### src/core/dctd_cfg.svh
// constants for the duty cycle temperature decoder
`ifndef DCTD_CFG_SVH
`define DCTD_CFG_SVH

// register byte addresses on the axi4-lite slave
`define DCTD_ADDR_CTRL 8'h00
`define DCTD_ADDR_STATUS 8'h04
`define DCTD_ADDR_IRQ_CLR 8'h08
`define DCTD_ADDR_IRQ_EN 8'h0C
`define DCTD_ADDR_HIGH 8'h10
`define DCTD_ADDR_LOW 8'h14
`define DCTD_ADDR_BYTES 8'h18
`define DCTD_ADDR_TEMP 8'h1C
`define DCTD_ADDR_CAL 8'h20

// control register fields
`define DCTD_CTRL_START 0
`define DCTD_CTRL_CONT 1
`define DCTD_CTRL_CLEAR 2

// status and interrupt bits
`define DCTD_ST_DONE 0
`define DCTD_ST_ERR 1
`define DCTD_ST_BUSY 2
`define DCTD_NUM_IRQ 2

// counting timebase
`define DCTD_CLK_HZ 50000000
`define DCTD_CNT_DIV 12
`define DCTD_DIV_MAX 4'h0B
`define DCTD_CNT_W 16
`define DCTD_MODE_16BIT 8'h11
`define DCTD_CNT_FULL 16'hFFFF

// longest legal phase: 32 ms
`define DCTD_PHASE_MAX_MS 32
`define DCTD_PHASE_MAX_CNT \
	((`DCTD_CLK_HZ / `DCTD_CNT_DIV / 1000) * `DCTD_PHASE_MAX_MS)

// conversion constants: temp = offset - slope * high / low
`define DCTD_OFFSET_DEF 16'h00EB
`define DCTD_SLOPE_DEF 16'h0190
`define DCTD_QUO_W 32
`endif

### src/core/dctd_pkg.sv
// types for the duty cycle temperature decoder
package dctd_pkg;
	typedef enum logic [2:0] {
		DCTD_IDLE,
		DCTD_WAIT_LOW,
		DCTD_WAIT_RISE,
		DCTD_HIGH,
		DCTD_LOW,
		DCTD_CALC
	} dctd_state_t;
endpackage : dctd_pkg

### src/core/dctd_div.sv
// serial unsigned divider for the ratio computation
`timescale 1ns/1ps
`include "dctd_cfg.svh"
module dctd_div
	import dctd_pkg::*;
(
	// clock and reset
	input wire logic ref_clk,
	input wire logic nrst,
	// request
	input wire logic start,
	input wire logic [`DCTD_QUO_W-1:0] dividend,
	input wire logic [`DCTD_CNT_W-1:0] divisor,
	// answer
	output logic done,
	output logic [`DCTD_QUO_W-1:0] quotient
);
	logic [`DCTD_QUO_W-1:0] quo_reg;
	logic [`DCTD_CNT_W:0] rem_reg;
	logic [5:0] step_reg;
	logic busy_reg;
	logic [`DCTD_CNT_W:0] trial;

	assign trial = {rem_reg[`DCTD_CNT_W-1:0], quo_reg[`DCTD_QUO_W-1]}
		- {1'b0, divisor};

	// one quotient bit per clock, restoring style, 32 cycles total
	always_ff @(posedge ref_clk or negedge nrst)
	begin
		if (!nrst)
		begin
			quo_reg <= 32'h0000_0000;
			rem_reg <= 17'h0_0000;
			step_reg <= 6'h00;
			busy_reg <= 1'b0;
			done <= 1'b0;
		end
		else
		begin
			done <= 1'b0;
			if (start)
			begin
				quo_reg <= dividend;
				rem_reg <= 17'h0_0000;
				step_reg <= 6'h00;
				busy_reg <= 1'b1;
			end
			else if (busy_reg)
			begin
				if (!trial[`DCTD_CNT_W])
				begin
					rem_reg <= trial;
					quo_reg <= {quo_reg[`DCTD_QUO_W-2:0], 1'b1};
				end
				else
				begin
					rem_reg <= {rem_reg[`DCTD_CNT_W-1:0],
						quo_reg[`DCTD_QUO_W-1]};
					quo_reg <= {quo_reg[`DCTD_QUO_W-2:0], 1'b0};
				end
				step_reg <= step_reg + 6'h01;
				if (step_reg == 6'(`DCTD_QUO_W - 1))
				begin
					busy_reg <= 1'b0;
					done <= 1'b1;
				end
			end
		end
	end

	assign quotient = quo_reg;
endmodule : dctd_div

### src/core/dctd_top.sv
// duty cycle temperature decoder with axi4-lite register slave
`timescale 1ns/1ps
`include "dctd_cfg.svh"
module dctd_top
	import dctd_pkg::*;
(
	// clock and reset
	input wire logic ref_clk,
	input wire logic nrst,
	// sensor line
	input wire logic sensor_in,
	// axi4-lite write address
	input wire logic [7:0] s_axi_awaddr,
	input wire logic s_axi_awvalid,
	output logic s_axi_awready,
	// axi4-lite write data
	input wire logic [31:0] s_axi_wdata,
	input wire logic [3:0] s_axi_wstrb,
	input wire logic s_axi_wvalid,
	output logic s_axi_wready,
	// axi4-lite write response
	output logic [1:0] s_axi_bresp,
	output logic s_axi_bvalid,
	input wire logic s_axi_bready,
	// axi4-lite read address
	input wire logic [7:0] s_axi_araddr,
	input wire logic s_axi_arvalid,
	output logic s_axi_arready,
	// axi4-lite read data
	output logic [31:0] s_axi_rdata,
	output logic [1:0] s_axi_rresp,
	output logic s_axi_rvalid,
	input wire logic s_axi_rready,
	// interrupt
	output logic irq
);
	dctd_state_t state_reg;
	logic sync1_reg, sync2_reg, prev_reg;
	logic rise, fall;
	logic [3:0] div_reg;
	logic tick;
	logic [7:0] counter_mode_setting_reg;
	logic [1:0] counter_run_control_reg;
	logic [`DCTD_CNT_W-1:0] high_phase_time_reg;
	logic [`DCTD_CNT_W-1:0] low_phase_time_reg;
	logic [`DCTD_CNT_W-1:0] cnt_reg [2];
	logic [1:0] run_en;
	logic [1:0] ovf_reg;
	logic cont_reg;
	logic [`DCTD_NUM_IRQ-1:0] status_reg, irq_en_reg, evt;
	logic [15:0] offset_reg, slope_reg, temp_reg;
	logic div_start_reg, div_done;
	logic [`DCTD_QUO_W-1:0] quotient;
	logic [`DCTD_QUO_W-1:0] dividend;
	logic aw_got_reg, w_got_reg;
	logic [7:0] aw_addr_reg;
	logic [31:0] w_data_reg;
	logic wr_fire;
	logic start_cmd, clear_cmd;
	logic [`DCTD_NUM_IRQ-1:0] clr_bits;

	// two-flop synchroniser; only the second flop feeds the edge detector
	always_ff @(posedge ref_clk or negedge nrst)
	begin
		if (!nrst)
		begin
			sync1_reg <= 1'b0;
			sync2_reg <= 1'b0;
			prev_reg <= 1'b0;
		end
		else
		begin
			sync1_reg <= sensor_in;
			sync2_reg <= sync1_reg;
			prev_reg <= sync2_reg;
		end
	end
	// both edges see the same two-flop delay, so no phase is skewed
	assign rise = sync2_reg & ~prev_reg;
	assign fall = ~sync2_reg & prev_reg;

	// timebase: clock divided by 12; frequency accuracy is irrelevant
	always_ff @(posedge ref_clk or negedge nrst)
	begin
		if (!nrst)
			div_reg <= 4'h0;
		else if (div_reg == `DCTD_DIV_MAX)
			div_reg <= 4'h0;
		else
			div_reg <= div_reg + 4'h1;
	end
	assign tick = (div_reg == `DCTD_DIV_MAX);

	// counter enables need mode and run control together
	generate
		for (genvar i = 0; i < 2; i++)
		begin : g_cnt
			assign run_en[i] = counter_run_control_reg[i] &
				(counter_mode_setting_reg == `DCTD_MODE_16BIT);
			always_ff @(posedge ref_clk or negedge nrst)
			begin
				if (!nrst)
				begin
					cnt_reg[i] <= 16'h0000;
					ovf_reg[i] <= 1'b0;
				end
				else if (state_reg == DCTD_IDLE && start_cmd)
				begin
					cnt_reg[i] <= 16'h0000;
					ovf_reg[i] <= 1'b0;
				end
				else if (run_en[i] && tick)
				begin
					// saturate rather than wrap, so a dead line reads full
					if (cnt_reg[i] != `DCTD_CNT_FULL)
						cnt_reg[i] <= cnt_reg[i] + 16'h0001;
					// 32 ms lies past the 16-bit range: a full count is over
					if (32'(cnt_reg[i]) >= 32'(`DCTD_PHASE_MAX_CNT) ||
						cnt_reg[i] == `DCTD_CNT_FULL)
						ovf_reg[i] <= 1'b1;
				end
			end
		end
	endgenerate

	// sequencer: wait low, arm on rise, time high, time low
	always_ff @(posedge ref_clk or negedge nrst)
	begin
		if (!nrst)
		begin
			state_reg <= DCTD_IDLE;
			counter_mode_setting_reg <= 8'h00;
			counter_run_control_reg <= 2'b00;
			div_start_reg <= 1'b0;
		end
		else
		begin
			div_start_reg <= 1'b0;
			case (state_reg)
				DCTD_IDLE:
				begin
					if (start_cmd)
					begin
						counter_mode_setting_reg <= `DCTD_MODE_16BIT;
						state_reg <= DCTD_WAIT_LOW;
					end
				end
				DCTD_WAIT_LOW:
				begin
					if (!sync2_reg)
						state_reg <= DCTD_WAIT_RISE;
				end
				DCTD_WAIT_RISE:
				begin
					if (rise)
					begin
						counter_run_control_reg <= 2'b01;
						state_reg <= DCTD_HIGH;
					end
				end
				DCTD_HIGH:
				begin
					if (fall || ovf_reg[0])
					begin
						counter_run_control_reg <= 2'b10;
						state_reg <= DCTD_LOW;
					end
				end
				DCTD_LOW:
				begin
					if (rise || ovf_reg[1])
					begin
						counter_run_control_reg <= 2'b00;
						counter_mode_setting_reg <= 8'h00;
						div_start_reg <= 1'b1;
						state_reg <= DCTD_CALC;
					end
				end
				DCTD_CALC:
				begin
					if (div_done)
						state_reg <= DCTD_IDLE;
				end
				default:
					state_reg <= DCTD_IDLE;
			endcase
		end
	end

	// slope*high/low; a zero low count is passed to the divider as one
	assign dividend = 32'(slope_reg) * 32'(cnt_reg[0]);
	dctd_div u_div (
		.ref_clk(ref_clk),
		.nrst(nrst),
		.start(div_start_reg),
		.dividend(dividend),
		.divisor((cnt_reg[1] == 16'h0000) ? 16'h0001 : cnt_reg[1]),
		.done(div_done),
		.quotient(quotient)
	);

	// results latched on completion and held until clear or restart
	always_ff @(posedge ref_clk or negedge nrst)
	begin
		if (!nrst)
		begin
			high_phase_time_reg <= 16'h0000;
			low_phase_time_reg <= 16'h0000;
			temp_reg <= 16'h0000;
		end
		else if (clear_cmd || (state_reg == DCTD_IDLE && start_cmd))
		begin
			high_phase_time_reg <= 16'h0000;
			low_phase_time_reg <= 16'h0000;
			temp_reg <= 16'h0000;
		end
		else if (div_done)
		begin
			high_phase_time_reg <= cnt_reg[0];
			low_phase_time_reg <= cnt_reg[1];
			temp_reg <= offset_reg - quotient[15:0];
		end
	end

	// sticky events; a new event wins over a same-cycle clear
	assign evt[`DCTD_ST_DONE] = div_done;
	assign evt[`DCTD_ST_ERR] = div_done & (|ovf_reg);
	always_ff @(posedge ref_clk or negedge nrst)
	begin
		if (!nrst)
			status_reg <= 2'b00;
		else
			status_reg <= (status_reg & ~clr_bits) | evt;
	end

	always_ff @(posedge ref_clk or negedge nrst)
	begin
		if (!nrst)
			irq <= 1'b0;
		else
			irq <= |((status_reg | evt) & irq_en_reg);
	end

	// axi4-lite write path: address and data accepted in either order
	assign wr_fire = aw_got_reg & w_got_reg & ~s_axi_bvalid;
	always_ff @(posedge ref_clk or negedge nrst)
	begin
		if (!nrst)
		begin
			aw_got_reg <= 1'b0;
			w_got_reg <= 1'b0;
			aw_addr_reg <= 8'h00;
			w_data_reg <= 32'h0000_0000;
			s_axi_awready <= 1'b0;
			s_axi_wready <= 1'b0;
			s_axi_bvalid <= 1'b0;
			s_axi_bresp <= 2'b00;
		end
		else
		begin
			s_axi_awready <= ~aw_got_reg & ~s_axi_awready & s_axi_awvalid
				& ~s_axi_bvalid;
			s_axi_wready <= ~w_got_reg & ~s_axi_wready & s_axi_wvalid
				& ~s_axi_bvalid;
			if (s_axi_awvalid && s_axi_awready)
			begin
				aw_got_reg <= 1'b1;
				aw_addr_reg <= s_axi_awaddr;
			end
			if (s_axi_wvalid && s_axi_wready)
			begin
				w_got_reg <= 1'b1;
				w_data_reg <= s_axi_wdata;
			end
			if (wr_fire)
			begin
				aw_got_reg <= 1'b0;
				w_got_reg <= 1'b0;
				s_axi_bvalid <= 1'b1;
				case (aw_addr_reg)
					`DCTD_ADDR_CTRL, `DCTD_ADDR_IRQ_CLR,
					`DCTD_ADDR_IRQ_EN, `DCTD_ADDR_CAL:
						s_axi_bresp <= 2'b00;
					default:
						s_axi_bresp <= 2'b10;
				endcase
			end
			else if (s_axi_bvalid && s_axi_bready)
				s_axi_bvalid <= 1'b0;
		end
	end

	assign start_cmd = wr_fire && aw_addr_reg == `DCTD_ADDR_CTRL &&
		w_data_reg[`DCTD_CTRL_START];
	assign clear_cmd = wr_fire && aw_addr_reg == `DCTD_ADDR_CTRL &&
		w_data_reg[`DCTD_CTRL_CLEAR];
	assign clr_bits = (wr_fire && aw_addr_reg == `DCTD_ADDR_IRQ_CLR) ?
		w_data_reg[`DCTD_NUM_IRQ-1:0] : 2'b00;

	// writable configuration, byte strobes ignored: whole-word writes only
	always_ff @(posedge ref_clk or negedge nrst)
	begin
		if (!nrst)
		begin
			cont_reg <= 1'b0;
			irq_en_reg <= 2'b00;
			offset_reg <= `DCTD_OFFSET_DEF;
			slope_reg <= `DCTD_SLOPE_DEF;
		end
		else if (wr_fire)
		begin
			case (aw_addr_reg)
				`DCTD_ADDR_CTRL:
					cont_reg <= w_data_reg[`DCTD_CTRL_CONT];
				`DCTD_ADDR_IRQ_EN:
					irq_en_reg <= w_data_reg[`DCTD_NUM_IRQ-1:0];
				`DCTD_ADDR_CAL:
				begin
					offset_reg <= w_data_reg[15:0];
					slope_reg <= w_data_reg[31:16];
				end
				default:
					cont_reg <= cont_reg;
			endcase
		end
	end

	// axi4-lite read path, one cycle from address accept to rvalid
	always_ff @(posedge ref_clk or negedge nrst)
	begin
		if (!nrst)
		begin
			s_axi_arready <= 1'b0;
			s_axi_rvalid <= 1'b0;
			s_axi_rdata <= 32'h0000_0000;
			s_axi_rresp <= 2'b00;
		end
		else
		begin
			s_axi_arready <= ~s_axi_arready & ~s_axi_rvalid & s_axi_arvalid;
			if (s_axi_arvalid && s_axi_arready)
			begin
				s_axi_rvalid <= 1'b1;
				s_axi_rresp <= 2'b00;
				case (s_axi_araddr)
					`DCTD_ADDR_CTRL:
						s_axi_rdata <= {30'h0000_0000, cont_reg, 1'b0};
					`DCTD_ADDR_STATUS:
						s_axi_rdata <= {29'h0000_0000,
							state_reg != DCTD_IDLE, status_reg};
					`DCTD_ADDR_IRQ_EN:
						s_axi_rdata <= {30'h0000_0000, irq_en_reg};
					`DCTD_ADDR_HIGH:
						s_axi_rdata <= {16'h0000, high_phase_time_reg};
					`DCTD_ADDR_LOW:
						s_axi_rdata <= {16'h0000, low_phase_time_reg};
					`DCTD_ADDR_BYTES:
						s_axi_rdata <= {low_phase_time_reg[15:8],
							high_phase_time_reg[15:8],
							low_phase_time_reg[7:0],
							high_phase_time_reg[7:0]};
					`DCTD_ADDR_TEMP:
						s_axi_rdata <= {16'h0000, temp_reg};
					`DCTD_ADDR_CAL:
						s_axi_rdata <= {slope_reg, offset_reg};
					default:
					begin
						s_axi_rdata <= 32'h0000_0000;
						s_axi_rresp <= 2'b10;
					end
				endcase
			end
			else if (s_axi_rvalid && s_axi_rready)
				s_axi_rvalid <= 1'b0;
		end
	end
endmodule : dctd_top

### config.mk
export PLATFORM = sky130hd
export DESIGN_NAME = dctd_top
export DESIGN_NICKNAME = d
export VERILOG_FILES = /design/src/core/dctd_pkg.sv /design/src/core/dctd_div.sv /design/src/core/dctd_top.sv
export VERILOG_INCLUDE_DIRS = /design/src /design/src/core
export SDC_FILE = /design/constraint.sdc
export NUM_CORES = 1
export LEC_CHECK = 0
export BUFFER_PORTS_ARGS = -buffer_cell sky130_fd_sc_hd__buf_2
export CAP_MARGIN = 10
export CORE_ASPECT_RATIO = 0.7
export CORE_MARGIN = 4
export CORE_UTILIZATION = 64
export CTS_CLUSTER_SIZE = 14
export DETAILED_ROUTE_END_ITERATION = 7
export PLACE_DENSITY = 0.87
export SETUP_SLACK_MARGIN = 0.05
export SYNTH_ARGS = -nofsm -noshare
export SYNTH_HDL_FRONTEND = slang
export SYNTH_SLANG_ARGS = --single-unit
### constraint.sdc
create_clock -name ref_clk -period 8.6 [get_ports ref_clk]
set_input_delay 0.86 -clock ref_clk [delete_from_list [all_inputs] [get_ports ref_clk]]
set_output_delay 0.86 -clock ref_clk [all_outputs]
set_load 0.01 [all_outputs]
Word-level counts from Yosys, hierarchy flattened --
Cells that the tools add are included.
Storage, ports and cells: register bits 280, bits in latches 0, bits in writable memories 0, bits in read-only memories 0, bits of input ports 60, word-level logic and storage cells 212, memories 0
Cells by class: add/sub/neg operators 6, $mul 1, div/mod/pow operators 0, order comparisons 0, equal/unequal tests 28, shift-type cells 0, mux-type cells 62, bitwise gates (word level) 29, reduce and logical (&&, ||, !) cells 48
Operator list (count):
- $mux 16 | 16
- $pmux 32 s8 | 1
- $mux 32 | 2
- $eq 8x5->1 const B | 5
- $add 16x1->16 const B | 2
- $eq 16x16->1 const B | 2
- $mul 16x16->32 | 1
- $ne 16x16->1 const B | 2
- $reduce_bool 2->1 | 13
- $eq 8x4->1 const B | 3
- $mux 1 | 23
- $mux 3 | 6
- $pmux 3 s6 | 1
- $sub 17x16->17 | 1
- $eq 8x6->1 const B | 2
- $logic_not 16->1 | 1
- $logic_not 8->1 | 2
- $mux 8 | 2
- $pmux 8 s2 | 1
- $sub 16x16->16 | 1
- $and 1x1->1 | 15
- $reduce_and 2->1 | 7
- $logic_and 1x1->1 | 12
- $mux 2 | 6
- 26 further kinds | 47

Longest topological paths before layout --
Gate-level depths: netlist of the first run.
depth in word-level cells 7, depth in mapped cells 24, depth with buffers taken out 21

Hierarchy --
A second synthesis of the first run with hierarchy kept.
Unflattened totals: cells, all modules 2416, area total of the unflattened synthesis 22721.8 sq um
By module, submodules not included:
- dctd_top | times used 1, cells each 2000, area each 19017.0 sq um, sequential area each 5391.4 sq um
- dctd_div | times used 1, cells each 416, area each 3704.8 sq um, sequential area each 1401.3 sq um

Least setup slack after synthesis of the first run --
OpenSTA, ideal clock, no wires.
path kind register -> register, start point register slope_reg[8], end point register u_div.quo_reg[28] (netlist: u_div.quotient[28]), library setup time 0.137 ns, arrival 6.084 ns, slack 2.379 ns, cell stages (with the launch flop) 23, buffers on the path 3, cells stage by stage dfstp_2 clkbuf_1 clkbuf_1 nand2_1 fa_1 inv_1 fa_1 fa_1 fa_1 fa_1 inv_1 fa_1 inv_1 ha_1 clkbuf_1 nand3_1 a21oi_2 or4_1 o32ai_2 o211ai_1 a31oi_2 mux2i_1 a21oi_1
Between the ends: longest elaborated chain between the ends 2
RTL lines:
- from (decl) | RTL line dctd_top.sv:51 | logic [15:0] offset_reg, slope_reg, temp_reg;
- from (signal assigned) | RTL line dctd_top.sv:308 | slope_reg <= `DCTD_SLOPE_DEF;
- from (signal assigned) | RTL line dctd_top.sv:320 | slope_reg <= w_data_reg[31:16];
- $mul 16x16->32 | RTL line dctd_top.sv:191 | assign dividend = 32'(slope_reg) * 32'(cnt_reg[0]);
- $mux 32 | RTL line dctd_div.sv:41 | if (start)
- to (signal assigned) | RTL line dctd_div.sv:43 | quo_reg <= dividend;
- to (signal assigned) | RTL line dctd_div.sv:53 | quo_reg <= {quo_reg[`DCTD_QUO_W-2:0], 1'b1};
- to (signal assigned) | RTL line dctd_div.sv:59 | quo_reg <= {quo_reg[`DCTD_QUO_W-2:0], 1'b0};
- to (decl) | RTL line dctd_div.sv:18 | logic [`DCTD_QUO_W-1:0] quo_reg;
Every way passes these cells. A chain may end at the register's enable or synchronous reset.

Worst setup path in the final report of the first run --
start point register cnt_reg[18] (netlist bit), end point register u_div.quo_reg[31] (netlist: u_div.quotient[31])
Between the ends: longest elaborated chain between the ends 2
RTL lines:
- from (decl) | RTL line dctd_top.sv:46 | logic [`DCTD_CNT_W-1:0] cnt_reg [2];
- from (signal, indexed assignment) | RTL line dctd_top.sv:116 | cnt_reg[i] <= cnt_reg[i] + 16'h0001;
- $mul 16x16->32 | RTL line dctd_top.sv:191
- $mux 32 | RTL line dctd_div.sv:41
Every way passes these cells.

==> flow_metrics.py, run 1 <==
metrics = {
    "synthesis": {
        "synth_common_cells": "274 x inv_1, 262 x dfrtp_1, 257 x nand2_1",
        "ys_warn_count": 0,
        "synth-edff-count": 0,
        "synth_top_area_frac": 0.296,
        "synth_top_cell_by_area": "dfrtp_1",
        "synth_top_family_by_area": "adder cells",
        "syn_inst": 2275,
        "yosysMostFrequentCell": "inv_1",
        "synthesis.area_per_instance_um2": 9.75,
        "synthXorXnorAreaFrac": 0.0331,
        "ys_seq_area_frac": 0.306,
        "synthTopCellsByArea": "dfrtp_1 30%, fa_1 18%, ha_1 7.9%, inv_1 4.6%, mux2_2 4.4%",
        "ys.flop_type": "dfrtp_1",
        "synth_cell_types": 95,
        "synth-adder-area-share": 0.256,
        "syn_area_um2": 22200,
        "synth-simple-area-share": 0.149,
        "async_flop_share": 1.00,
        "ys_ff_latch": 271,
        "synth_compound_area_frac": 0.103,
        "synth_mux_area_frac": 0.0818,
    },
    "power_and_ir_drop": {
        "leakagePower_nw": 11.6,
        "ir_drop_mv": 0.229,
        "clkPwrFrac": 0.261,
        "switching_power_w": 0.00171,
        "switching_share": 0.365,
        "p_int_w": 0.00297,
        "pwr-share-comb": 0.326,
        "power_density_nw_per_um2": 197,
        "pwr-share-seq": 0.414,
    },
    "place": {
        "hpwlAfterDp_mm": 40.7,
        "gp_congestion": 0.938,
        "dp_slack_ns": 1.75,
        "dp_cells": 2726,
        "numPortBuffers": 95,
    },
    "die": {
        "fp.dieW_um": 230,
        "die_h_um": 164,
        "coreArea_um2": 33800,
        "die_area_um2": 37700,
        "start_util": 0.655,
        "pin_count": 102,
        "rows": 56,
    },
    "global_routing": {
        "grt.overflow.total": 0,
        "grt_max_degree": 164,
        "grt.busiest_layer": "met2",
        "grt_pass1_vias": 17656,
        "use_met2": 0.465,
        "met1_usage": 0.442,
        "antenna_found_initial": 0,
        "track_usage": 0.305,
        "grt_use_met3": 0.0714,
        "grt_pass1_wl_mm": 92.7,
    },
    "cells_and_area": {
        "seq_area_um2": 6800,
        "multi_input_comb_area_um2": 13800,
        "area_growth_pct": 7.08,
        "drive_gt1_frac": 0.123,
        "layout.nets": 2686,
        "instances_no_fill": 2773,
        "diodes": 0,
        "fill_cells": 2427,
    },
    "timing": {
        "rsz0062_at_grt": "no",
        "setup_viol": 0,
        "final.setup.tns_ns": 0,
        "hold_violations": 0,
        "worstMarginPinSlew_ns": 1.01,
        "fin_skew_ns": 0.0340,
        "slew_viol_final": 0,
        "worst_slew_margin_rel": 0.329,
        "fmax_mhz": 141,
        "finalCritPeriodShare": 0.823,
        "finalCriticalPeriod_ns": 7.07,
        "worst_slack_ns": 1.53,
    },
    "worst_setup_path": {
        "crit_type": "flip-flop to flip-flop",
        "worstReg2RegStart": "cnt_reg[18]",
        "slowest_delay_ns": 0.97,
        "worst-path-max-fanout": 23,
        "crit_path_end_kind": "flip-flop",
        "crit_chain": "nand2_1 > fa_1 > fa_1 > fa_1 > inv_1 > fa_1 > fa_1 > inv_1 > fa_1 > inv_1 > ha_1 > a21oi_1 > o21ai_0 > a2111oi_0 > a21oi_1 > nor2_1 > o21ai_0 > xnor2_1 > a21oi_1",
        "crit_top_cell": "fa_1",
        "cp-start-kind": "flip-flop",
        "crit_required_ns": 8.99,
        "critPathArrivalTime_ns": 7.46,
        "worstSetupStartpoint": "cnt_reg[18]",
        "crit_slowest_cell": "dfrtp_1",
    },
    "routing": {
        "vias": 17050,
        "drt_iter0_markers": 1691,
        "drc": 0,
        "dr.pass1.iters": 6,
        "antenna_left": 0,
        "viasPerCell": 6.15,
        "routed_wl_mm": 56.6,
        "wire_per_inst_um": 20.4,
    },
    "clocking": {
        "post_cts_resize_count": 0,
        "cts_root_buf": "clkbuf_16",
        "numCtsBuffers": 26,
        "post_cts_buffers": 0,
        "htreeDepth": 1,
        "clockBufferDepth": 3,
        "cts_tree": "built",
        "numClockSinks": 271,
        "clock_latency_ns": 0.56,
        "path_clk_slew_ns": 0.07,
        "cts_hold_buffers": 0,
    },
    "status": {
        "status": "complete, no violations",
    },
    "flow_run": {
        "maxCapViolations": 0,
    },
    "min_path": {
        "holdCritPathClass": "primary input to async pin",
    },
}
-- cell type report --
| cell class | instances | share of cell area |
|---|---|---|
| sequential | 271 | 0.286 |
| clock buffer | 39 | 0.0324 |
| timing repair buffer | 111 | 0.0260 |
| clock inverter | 8 | 0.00574 |
| multi-input combinational | 1605 | 0.582 |
| inverter | 275 | 0.0435 |
| tap | 464 | 0.0245 |
-- worst paths after layout --
path                                 endpoint  cells past startpoint  slack (ns)
setup / recovery           u_div.quotient[31]                     19        1.53
hold / removal                   s_axi_wready                      1        0.34
setup reg to reg           u_div.quotient[31]                     19        1.53
hold reg to reg                     sync2_reg                      0        0.35
max in group asynchronous          u_div.done                      2        6.72
min in group ref_clk                sync2_reg                      0        0.35
-- metal layers --
layer / part of all wire / vias up
met4: 0.034 / 0
met1: 0.42 / 8514
met3: 0.10 / 153
met2: 0.44 / 848
li1: - / 7535
met5: 0 / -
-- power groups by stage --
stage	clock network, W	registers (W)	logic, W
floorplan	0	0.00173	0.00125
global placement	0	0.00191	0.00142
detailed placement	0	0.00193	0.00148
CTS	0.00123	0.00191	0.00150
global route	0.00129	0.00196	0.00168
finish	0.00122	0.00194	0.00152
-- cell families after synthesis --
logic type / after synthesis
AND/OR/NAND/NOR: 671
buffers and inverters: 400
flip-flops: 271
multiplexers: 170
other: 1
XOR/XNOR: 83
AO/OA/AOI/OAI: 343
adder cells (fa/ha/maj): 336
-- layout by cell type (no fill, tap or decap), types with 5 or more instances in the layout --
master	netlist	layout
dfstp_2	9	9
a22oi_1	25	25
clkbuf_1	88	6
o21a_1	9	9
dfrtp_1	262	259
fa_1	196	196
nor2b_1	13	13
o21ai_0	97	97
nor3_1	16	15
a221oi_1	6	6
xnor2_1	53	53
inv_1	274	274
nand2_1	257	257
clkbuf_8	0	7
nand3_1	35	35
nor4_1	5	5
a31oi_1	7	7
mux2i_1	81	81
and3_1	17	17
and2_1	121	121
buf_2	14	94
a22o_1	7	7
o211ai_1	9	9
a21o_1	18	18
mux2_2	87	87
xor2_1	29	29
a21oi_1	77	77
nor2_1	146	146
clkbuf_16	0	26
nand2b_1	6	6
ha_1	140	140
a222oi_1	10	10
a211oi_1	25	25
nand4_1	12	12
or3_1	5	5
buf_4	4	15
-- stage by stage --
| step | utilization | instance area, um^2 | total power, W | hold slack [ns] |
|---|---|---|---|---|
| floorplan | - | 22200 | 0.00298 | 0.331 |
| global placement | 0.675 | 22800 | 0.00332 | 0.339 |
| detailed placement | 0.675 | 22800 | 0.00341 | 0.335 |
| CTS | 0.702 | 23700 | 0.00464 | 0.349 |
| global route | 0.702 | 23700 | 0.00493 | 0.350 |
| finish | 0.702 | 23700 | 0.00468 | 0.345 |
-- worst max-delay path, delay by kind of cell, from the launching register on --
family	cells	cell delay [ns]
AO/OA/AOI/OAI	6	1.64
buffers and inverters	3	0.15
XOR/XNOR	1	0.16
AND/OR/NAND/NOR	2	0.46
adder cells (fa/ha/maj)	7	3.51
flip-flops	1	0.97
No activity file was read; power rests on OpenSTA's default activity.
==> run 2, diff against run 1 <==
clock period = 6.97 ns   (was 8.6 ns; I/O delays follow)
==> run 2 against run 1 <==
  * Fmax rose by 6.0%
  * Die area is the same
  * Largest power group unchanged
  * Via count rose by 0.97%
  * Global-route usage up 1.1 points
  * Register-to-register slack worse by 1.2 ns
  * Setup slack worse by 1.2 ns
  * Routed wire length increased by 2.8%
  * Sequential share of layout area barely moved
  * Cell area is 0.25% higher
  * Core utilization rose by 0.17 points
  * Combinational power is 30% higher
==> flow_metrics.py, run 2 (same netlist as run 1, synthesis figures left out) <==
metrics = {
    "min_path": {
        "holdCritPathClass": "primary input to async pin",
    },
    "die": {
        "fp.dieW_um": 230,
        "die_h_um": 164,
        "coreArea_um2": 33800,
        "rows": 56,
        "die_area_um2": 37700,
        "pin_count": 102,
        "start_util": 0.655,
    },
    "global_routing": {
        "grt.overflow.total": 0,
        "grt_pass1_vias": 17629,
        "antenna_found_initial": 0,
        "grt_max_degree": 155,
        "grt_pass1_wl_mm": 95.2,
        "track_usage": 0.316,
    },
    "worst_setup_path": {
        "crit_type": "flip-flop to flip-flop",
        "crit_chain": "nand2_1 > fa_1 > inv_1 > fa_1 > fa_1 > fa_1 > fa_1 > inv_1 > fa_1 > inv_1 > ha_1 > nand4_1 > a2111oi_2 > o32ai_2 > a21oi_1 > a31oi_1 > xor2_1 > a21oi_1",
        "r2r_cells": 18,
        "worstReg2RegStart": "slope_reg[9]",
        "rrSetupSlack_ns": 0.29,
        "cp-start-kind": "flip-flop",
        "crit_slowest_cell": "dfrtp_1",
        "crit_required_ns": 7.34,
        "critPathArrivalTime_ns": 7.05,
        "worst-path-max-fanout": 11,
        "slowest_delay_ns": 0.76,
        "crit_top_cell": "fa_1",
        "crit_family": "adder cells",
        "crit_path_end_kind": "flip-flop",
        "rr_endpoint": "u_div.quotient[30]",
        "cp_num_buf_inv": 3,
    },
    "timing": {
        "rsz0062_at_grt": "no",
        "finalCriticalPeriod_ns": 6.68,
        "worst_slack_ns": 0.294,
        "slew_viol_final": 0,
        "final.setup.tns_ns": 0,
        "finalCritPeriodShare": 0.958,
        "fin_skew_ns": 0.0307,
        "worst_slew_margin_rel": 0.227,
        "worstMarginPinSlew_ns": 1.15,
        "setup_viol": 0,
        "hold_violations": 0,
        "fmax_mhz": 150,
    },
    "place": {
        "dp_slack_ns": 0.224,
        "gp_congestion": 0.966,
        "numPortBuffers": 95,
        "hpwlAfterDp_mm": 43.2,
    },
    "clocking": {
        "path_clk_slew_ns": 0.07,
        "clockBufferDepth": 3,
        "htreeDepth": 1,
        "post_cts_buffers": 0,
        "cts_root_buf": "clkbuf_16",
        "cts_tree": "built",
        "cts_hold_buffers": 0,
        "numClockSinks": 271,
        "numCtsBuffers": 24,
        "clock_latency_ns": 0.55,
    },
    "routing": {
        "dr.pass1.iters": 8,
        "drt_iter0_markers": 2064,
        "vias": 17215,
        "wire_per_inst_um": 20.9,
        "viasPerCell": 6.16,
        "routed_wl_mm": 58.2,
        "antenna_left": 0,
        "drc": 0,
    },
    "power_and_ir_drop": {
        "leakagePower_nw": 11.7,
        "ir_drop_mv": 0.217,
        "power_density_nw_per_um2": 237,
        "finalPower_w": 0.00565,
    },
    "flow_run": {
        "maxCapViolations": 0,
    },
    "cells_and_area": {
        "final_cell_mix": "274 x inv_1, 257 x nand2_1, 257 x dfrtp_1",
        "layout.nets": 2708,
        "mostFrequentLayoutCell": "inv_1",
        "diodes": 0,
        "drive_gt1_frac": 0.131,
        "area_growth_pct": 7.35,
    },
    "status": {
        "status": "complete, no violations",
    },
}
## run 2: cell count changes in the layout (fill, tap and decap cells not counted)
| cell | previous run | this run |
|---|---|---|
| clkbuf_1 | 6 | 10 |
| clkinvlp_4 | 4 | 0 |
| clkinv_2 | 0 | 1 |
| bufinv_16 | 3 | 1 |
| dfrtp_1 | 259 | 257 |
| a2111oi_2 | 1 | 2 |
| dfstp_2 | 9 | 8 |
| dfrtp_2 | 3 | 5 |
| clkbuf_16 | 26 | 24 |
| a2111oi_0 | 1 | 0 |
| dfstp_4 | 0 | 1 |
| buf_4 | 15 | 39 |
| clkbuf_8 | 7 | 6 |
## run 2: area by class of cell
| cell class | instances | area, um^2 |
|---|---|---|
| fillers | 2342 | 10000 |
| repair buffers | 135 | 798 |
| clock inverters | 3 | 51.3 |
| multi-input cells | 1605 | 13800 |
| inverters | 275 | 1030 |
| clock buffers | 40 | 721 |
| well taps | 464 | 581 |
| flip-flops and latches | 271 | 6800 |
## run 2: power breakdown
part | total (W) | switching [W] | internal (W)
combinational | 0.00197 | 0.00109 | 0.000881
sequential | 0.00235 | 0.000422 | 0.00193
clock | 0.00133 | 0.000591 | 0.000742
## run 2: repair_timing
item / CTS / global route
gates resized for setup: 0 / 5
endpoints found under the hold margin: 0 / 0
endpoints found under the setup margin: 0 / 6
## run 2: routing by layer
layer	vias to the layer above	global-route usage	routed length [um]
met5	-	0	0
met4	0	0.0712	1400
met3	135	0.0928	7290
met2	967	0.485	25900
met1	8545	0.452	23700
li1	7568	-	-
## run 2: metrics by stage
stage / hold WS (ns) / instances / area [um^2] / util
2_1_floorplan: 0.331 / 2276 / 22200 / -
4_1_cts: 0.255 / 2793 / 23800 / 0.703
6_report: 0.227 / 2793 / 23800 / 0.703
3_5_place_dp: 0.335 / 2750 / 23000 / 0.680
3_3_place_gp: 0.337 / 2750 / 23000 / 0.680
5_1_grt: 0.267 / 2793 / 23800 / 0.703
## run 2: worst max path at each step
| stage | endpoint | from | depth (start not counted) |
|---|---|---|---|
| after global routing | u_div.quotient[28] | cnt_reg[21] | 20 |
| after detailed placement | u_div.quotient[31] | slope_reg[10] | 20 |
| after global placement | u_div.quotient[31] | slope_reg[10] | 21 |
| after CTS | u_div.quotient[31] | slope_reg[10] | 20 |
| final | u_div.quotient[30] | slope_reg[9] | 18 |
| after floorplan | u_div.quotient[28] | slope_reg[8] | 22 |
